File: src/verilog/fp_exc_pkg.sv
package fp_exc_pkg;
	// ------------------------------------------------------------
	// vector numbers
	// ------------------------------------------------------------
	localparam logic [7:0] VEC_FLINE       = 8'h0b;
	localparam logic [7:0] VEC_ILLEGAL     = 8'h04;
	localparam logic [7:0] VEC_BSUN        = 8'h30;
	localparam logic [7:0] VEC_ARITH_BASE  = 8'h31;
	localparam logic [7:0] VEC_UNSUPP_DT   = 8'h37;
	localparam logic [3:0] FLINE_PATTERN   = 4'hf;
	localparam logic [3:0] FRAME_FORMAT_0  = 4'h0;
	localparam logic [3:0] FRAME_FORMAT_2  = 4'h2;
	localparam logic [3:0] FRAME_FORMAT_3  = 4'h3;
	// coprocessor id field of a floating-point instruction
	localparam logic [2:0] FP_COPROC_ID    = 3'h1;
	// cache push/invalidate group: f4xx
	localparam logic [3:0] CACHE_GROUP     = 4'h4;
	localparam logic [1:0] VEC_SHIFT       = 2'h2;
	// arithmetic exception indices, in vector order
	localparam int ARITH_INEX = 0;
	localparam int ARITH_DZ   = 1;
	localparam int ARITH_UNFL = 2;
	localparam int ARITH_OPER = 3;
	localparam int ARITH_OVFL = 4;
	localparam int ARITH_SIGNALING_NOT_A_NUMBER = 5;
	localparam int ARITH_N    = 6;
	typedef enum logic [1:0] {ST_IDLE, ST_HOLD} state_t;
endpackage

File: src/verilog/fp_exception_vectoring.sv
// Summary of operation
// - unimplemented fp instruction and f-line trap use vector 11, offset 0x02c
// - fp branch/set on unordered condition uses vector 48, offset 0x0c0
// - arithmetic fp exceptions use vectors 49..54 from offset 0x0c4, fixed order
// - unimplemented fp data type uses vector 55, offset 0x0dc
// - word with bits 15..12 equal to f is an f-line opcode
// - implemented f-line opcodes execute with no exception
// - valid fp pattern not done in hardware raises unimplemented fp instruction
// - unmatched f-line opcode raises f-line illegal, vector 11, frame format 0
// - breakpoint acknowledge ended by ack or error ack reports illegal instruction
// - format errors and fp conditional traps are integer-unit, not fp vectors
// - vector address is vector base register plus vector number times four
module fp_exception_vectoring (
	input  wire logic        SYS_CLK,
	input  wire logic        RST_B,
	input  wire logic        INSTR_VALID,
	input  wire logic [15:0] INSTR_WORD,
	input  wire logic        FP_IMPLEMENTED,
	input  wire logic        FP_RECOGNIZED,
	input  wire logic        FP_UNSUPP_TYPE,
	input  wire logic        FP_BSUN,
	input  wire logic [5:0]  FP_ARITH_EXC,
	input  wire logic        BKPT_ACK_CYCLE,
	input  wire logic        TRANSFER_ACK,
	input  wire logic        TRANSFER_ERROR_ACK,
	input  wire logic [31:0] VECTOR_BASE_REGISTER,
	input  wire logic        EXC_ACCEPT,
	output logic             EXC_REQ,
	output logic [7:0]       EXC_VECTOR,
	output logic [9:0]       EXC_OFFSET,
	output logic [31:0]      EXC_ADDRESS,
	output logic [3:0]       EXC_FRAME,
	output logic             FLINE_EXEC
);
	// ------------------------------------------------------------
	// opcode decode
	// ------------------------------------------------------------
	function automatic logic [9:0] vec_offset(input logic [7:0] v);
		vec_offset = 10'(v) << fp_exc_pkg::VEC_SHIFT;
	endfunction

	fp_exc_pkg::state_t state;
	fp_exc_pkg::state_t next_state;

	wire is_fline   = INSTR_VALID && (INSTR_WORD[15:12] == fp_exc_pkg::FLINE_PATTERN);
	wire is_cache   = INSTR_WORD[11:8] == fp_exc_pkg::CACHE_GROUP;
	wire is_fp_id   = INSTR_WORD[11:9] == fp_exc_pkg::FP_COPROC_ID;
	// fp conditional trap and format errors never come here; the integer unit owns them
	wire fline_impl = is_fline && (is_cache || (is_fp_id && FP_IMPLEMENTED));
	wire fline_unim = is_fline && !fline_impl && is_fp_id && FP_RECOGNIZED;
	wire fline_ill  = is_fline && !fline_impl && !fline_unim;
	wire bkpt_ill   = BKPT_ACK_CYCLE && (TRANSFER_ACK || TRANSFER_ERROR_ACK);

	// ------------------------------------------------------------
	// priority: instruction faults first, then data, then arithmetic
	// ------------------------------------------------------------
	logic [7:0] arith_vec;
	logic       arith_hit;
	always_comb begin
		arith_vec = fp_exc_pkg::VEC_ARITH_BASE;
		arith_hit = 1'b0;
		// highest-numbered wins: signaling_not_a_number outranks the rest, as in fp priority
		for (int i = 0; i < fp_exc_pkg::ARITH_N; i++) begin
			if (FP_ARITH_EXC[i]) begin
				arith_vec = fp_exc_pkg::VEC_ARITH_BASE + 8'(i);
				arith_hit = 1'b1;
			end
		end
	end

	wire any_exc = bkpt_ill || fline_unim || fline_ill || FP_UNSUPP_TYPE || FP_BSUN || arith_hit;
	wire [7:0] sel_vec =
		bkpt_ill       ? fp_exc_pkg::VEC_ILLEGAL :
		(fline_unim || fline_ill) ? fp_exc_pkg::VEC_FLINE :
		FP_UNSUPP_TYPE ? fp_exc_pkg::VEC_UNSUPP_DT :
		FP_BSUN        ? fp_exc_pkg::VEC_BSUN :
		arith_vec;
	wire [3:0] sel_frame =
		(bkpt_ill || fline_ill) ? fp_exc_pkg::FRAME_FORMAT_0 :
		fline_unim ? fp_exc_pkg::FRAME_FORMAT_2 :
		fp_exc_pkg::FRAME_FORMAT_3;
	wire [31:0] sel_addr = VECTOR_BASE_REGISTER + {22'h0, vec_offset(sel_vec)};

	wire take = (state == fp_exc_pkg::ST_IDLE) && any_exc;
	wire done = (state == fp_exc_pkg::ST_HOLD) && EXC_ACCEPT;

	always_comb begin
		next_state = state;
		case (state)
			fp_exc_pkg::ST_IDLE: if (any_exc) next_state = fp_exc_pkg::ST_HOLD;
			fp_exc_pkg::ST_HOLD: if (EXC_ACCEPT) next_state = fp_exc_pkg::ST_IDLE;
			default:             next_state = fp_exc_pkg::ST_IDLE;
		endcase
	end

	// ------------------------------------------------------------
	// output registers
	// ------------------------------------------------------------
	// new events during hold are dropped: the sequencer restarts the instruction
	always_ff @(posedge SYS_CLK or negedge RST_B) begin
		if (!RST_B) begin
			state       <= fp_exc_pkg::ST_IDLE;
			EXC_REQ     <= 1'b0;
			EXC_VECTOR  <= 8'h00;
			EXC_OFFSET  <= 10'h000;
			EXC_ADDRESS <= 32'h0000_0000;
			EXC_FRAME   <= 4'h0;
			FLINE_EXEC  <= 1'b0;
		end else begin
			state      <= next_state;
			FLINE_EXEC <= fline_impl;
			if (take) begin
				EXC_REQ     <= 1'b1;
				EXC_VECTOR  <= sel_vec;
				EXC_OFFSET  <= vec_offset(sel_vec);
				EXC_ADDRESS <= sel_addr;
				EXC_FRAME   <= sel_frame;
			end else if (done) begin
				EXC_REQ <= 1'b0;
			end
		end
	end

	// ------------------------------------------------------------
	// check helpers
	// ------------------------------------------------------------
	// arithmetic events seen with nothing of higher rank beside them
	wire arith_only = !bkpt_ill && !is_fline && !FP_UNSUPP_TYPE && !FP_BSUN;

	// cycles a vector has waited; saturates so a stalled sequencer cannot wrap it
	logic [3:0] hold_cycles;
	always_ff @(posedge SYS_CLK or negedge RST_B) begin
		if (!RST_B) begin
			hold_cycles <= 4'h0;
		end else if (EXC_REQ && !EXC_ACCEPT) begin
			if (hold_cycles != 4'hf) begin
				hold_cycles <= hold_cycles + 4'h1;
			end
		end else begin
			hold_cycles <= 4'h0;
		end
	end
endmodule // fp_exception_vectoring

File: config.mk
export PLATFORM = sky130hd
export DESIGN_NAME = fp_exception_vectoring
export DESIGN_NICKNAME = d
export VERILOG_FILES = /design/src/verilog/fp_exc_pkg.sv /design/src/verilog/fp_exception_vectoring.sv
export SDC_FILE = /design/constraint.sdc
export NUM_CORES = 1
export LEC_CHECK = 0
export ABC_AREA = 1
export BUFFER_PORTS_ARGS = -buffer_cell sky130_fd_sc_hd__buf_4
export CORE_MARGIN = 2
export CORE_UTILIZATION = 40
export DETAILED_ROUTE_END_ITERATION = 12
export GPL_ROUTABILITY_DRIVEN = 0
export PLACE_DENSITY_LB_ADDON = 0.12
export SYNTH_ARGS = -nofsm -noshare
export SYNTH_HDL_FRONTEND = slang
export SYNTH_SLANG_ARGS = --single-unit
File: constraint.sdc
create_clock -name SYS_CLK -period 1 [get_ports SYS_CLK]
set_input_delay 0.2 -clock SYS_CLK [delete_from_list [all_inputs] [get_ports SYS_CLK]]
set_output_delay 0.2 -clock SYS_CLK [all_outputs]
set_load 0.01 [all_outputs]
==> flow_summary.toml <==
[run_status]
status = "finished with violations"
violations = "setup timing"

[yosys]
synth_common_cells = "nand2_1, dfrtp_1, inv_1"
synth_ff_type = "dfrtp_1"
synthesis.area_um2 = 2970
synth_cell_types = 32
synth.most_common_cell = "nand2_1"
synthCells = 445
synth_warnings = 0
ys_seq_area_frac = 0.354
yosysTopAreaCellShare = 0.354
yosysTopAreaCell = "dfrtp_1"
synth_edf_count = 0
synth_seq_cells = 42
synth_area_per_cell_um2 = 6.67
synthArstFlopShare = 1.00
netlist_top_cells_area = "dfrtp_1, nand2_1, nand3_1"

[clocking]
cts_tree = "done"
cts_max_level = 2
insertion_delay_ps = 310
clk_pin_slew_worst_paths_ps = 90
ctsLongestPathBuffers = 2
cts_root_buf = "clkbuf_8"
cts_sinks = 42
cts_made_buffers = 5

[sta]
fmax_mhz = 574
finalSetupViolations = 89
worst_hold_slack_ps = 77.6
final-hold-violation-count = 0
fin_crit_sh = 1.74
grt_setup_unrepaired = "true"
tns_ps = -24280
final_max_slew_viol_count = 0
setup_ws_ps = -742
min_period_ps = 1740
finalClockSkew_ps = 3.86

[global_route]
grt_busiest_layer = "met2"
grt_use_met1 = 0.312
grt_pass1_wl_um = 15400
gr-usage-met3 = 0.0360
grt.met2_usage = 0.387
overflow = 0
grt_max_degree = 25
grt_use_total = 0.231
grt_pass1_vias = 3295
antenna_found_initial = 0

[setup_path]
path_max_fanout = 6
max_stage_delay_ps = 260
crit_chain = "buf_8, inv_8, nand4_1, nand3_4, inv_2, o21ai_4, ha_4, buf_4, nand3_2, nand3_4, nand2_2, nand2_2, nand2_2, xnor2_1, nand2_1, nand2_1"
start_kind = "input pin"
r2r_end = "EXC_VECTOR[3]"
required_ps = 1250
reg2reg_from = "state[0]"
cpMostUsedCell = "nand2_2"
startpoint = "INSTR_WORD[11]"
cp.depth = 16
endpoint = "EXC_ADDRESS[24]"
rrSetupSlack_ps = -150
cp.arrival_ps = 2000
critPathTopFamily = "simple AND/OR/NAND/NOR gates"
reg2regPathDepth = 6
crit_slowest_cell = "ha_4"
cp-end-kind = "register"
critical_path_class = "input pin to register"
crit_buf_inv = 4

[placement]
dp_cells = 683
post_dp_cell_area_um2 = 4260
port_buffers = 104
pre_cts_ws_ps = -1120
dp_hpwl_um = 6890

[route]
viasPerCell = 4.75
routed_wl_um = 10000
wl_per_cell_um = 13.7
drtAntennaViolNets = 0
drc = 0
num_vias = 3475
drt_pre_antenna_iters = 4
drtIter0Drc = 132

[floorplanning]
die_h_um = 90.2
boundaryPins = 121
core_area_um2 = 7210
die_x_um = 90.2
initial_utilization = 0.412
dieArea_um2 = 8130
fp-row-count = 31

[final_layout]
drive_gt1_frac = 0.466
multi_input_area_um2 = 2080
syn_to_final_growth_pct = 78.8
seq_area_um2 = 1050
fillers = 553
finalInstanceArea_um2 = 5310
finalNonFillerCells = 732
antennaDiodeCount = 0
num-nets-final = 704

[worst_hold_path]
min-delay-start = "EXC_ACCEPT"
min_path_type = "input pin to register"
hold_depth = 2

[power]
max-vdd-ir-drop_uv = 949
p_leak_nw = 2.79
powerDensity_nw_per_um2 = 2110

[run]
max_cap_viol_count = 0
worst reg2reg max path: stages (launching register included):
cell       delay (ps)
dfrtp_1           390
inv_1             110
nand2_4           120
buf_12            150
clkbuf_16         160
nand2_1            50
o21ai_1            60
stage by stage:
stage / power (mW) / util
2_1_floorplan: 5.40 / -
3_3_place_gp: 7.49 / 0.590
3_5_place_dp: 7.55 / 0.590
4_1_cts: 10.2 / 0.680
5_1_grt: 11.9 / 0.736
6_report: 11.2 / 0.736
repair_timing:
action	CTS	global route
hold endpoints to repair	19	0
gates cloned	1	1
pin swaps	11	25
buffers inserted	19	20
setup endpoints to repair	87	89
gates resized for setup	92	52
hold buffers	1	0
how the worst min path moves through the flow:
stage / endpoint / slack, ps
3_3_place_gp: EXC_ADDRESS[0] / 110
4_1_cts: state[0] / 80
3_5_place_dp: EXC_ADDRESS[0] / 110
2_1_floorplan: EXC_ADDRESS[0] / -100
6_report: state[0] / 80
5_1_grt: state[0] / 80
power by group:
group          internal, mW  switching (mW)
clock                 0.737           0.677
sequential             2.51           0.669
combinational          3.83            2.79
total                  7.07            4.13
per-layer routing:
metal / vias up / share of wire / routed length, um
li1: 1737 / - / -
met2: 120 / 0.49 / 4900
met1: 1599 / 0.44 / 4370
met3: 19 / 0.055 / 547
met4: 0 / 0.018 / 182
met5: - / 0 / 0
kinds of logic after synthesis:
group,count (synthesis),synth area share
other,1,0.00126
flip-flops,42,0.354
XOR/XNOR,13,0.0383
buffers and inverters,66,0.108
adder cells (fa/ha/maj),7,0.0320
AND/OR/NAND/NOR,292,0.422
AO/OA/AOI/OAI,24,0.0443
placed cells by master (no fill, tap or decap), drive strengths merged, types with 8 or more instances in the layout:
master	n
buf	192
conb	8
dfrtp	42
inv	42
nand2	205
nand3	37
nor2	36
o21ai	18
xnor2	12
state kept, by name, indices dropped and copies added (netlist names):
signal       count
EXC_REQ          1
EXC_ADDRESS     32
FLINE_EXEC       1
EXC_VECTOR       5
EXC_FRAME        2
state            1
final cells by class:
cell class	count	share of cell area
inverters	44	0.0361
clock inverters	3	0.00754
multi-input cells	345	0.391
repair buffers	194	0.331
well taps	99	0.0233
flip-flops and latches	42	0.198
clock buffers	5	0.0130
(Power assumes the default switching activity.)
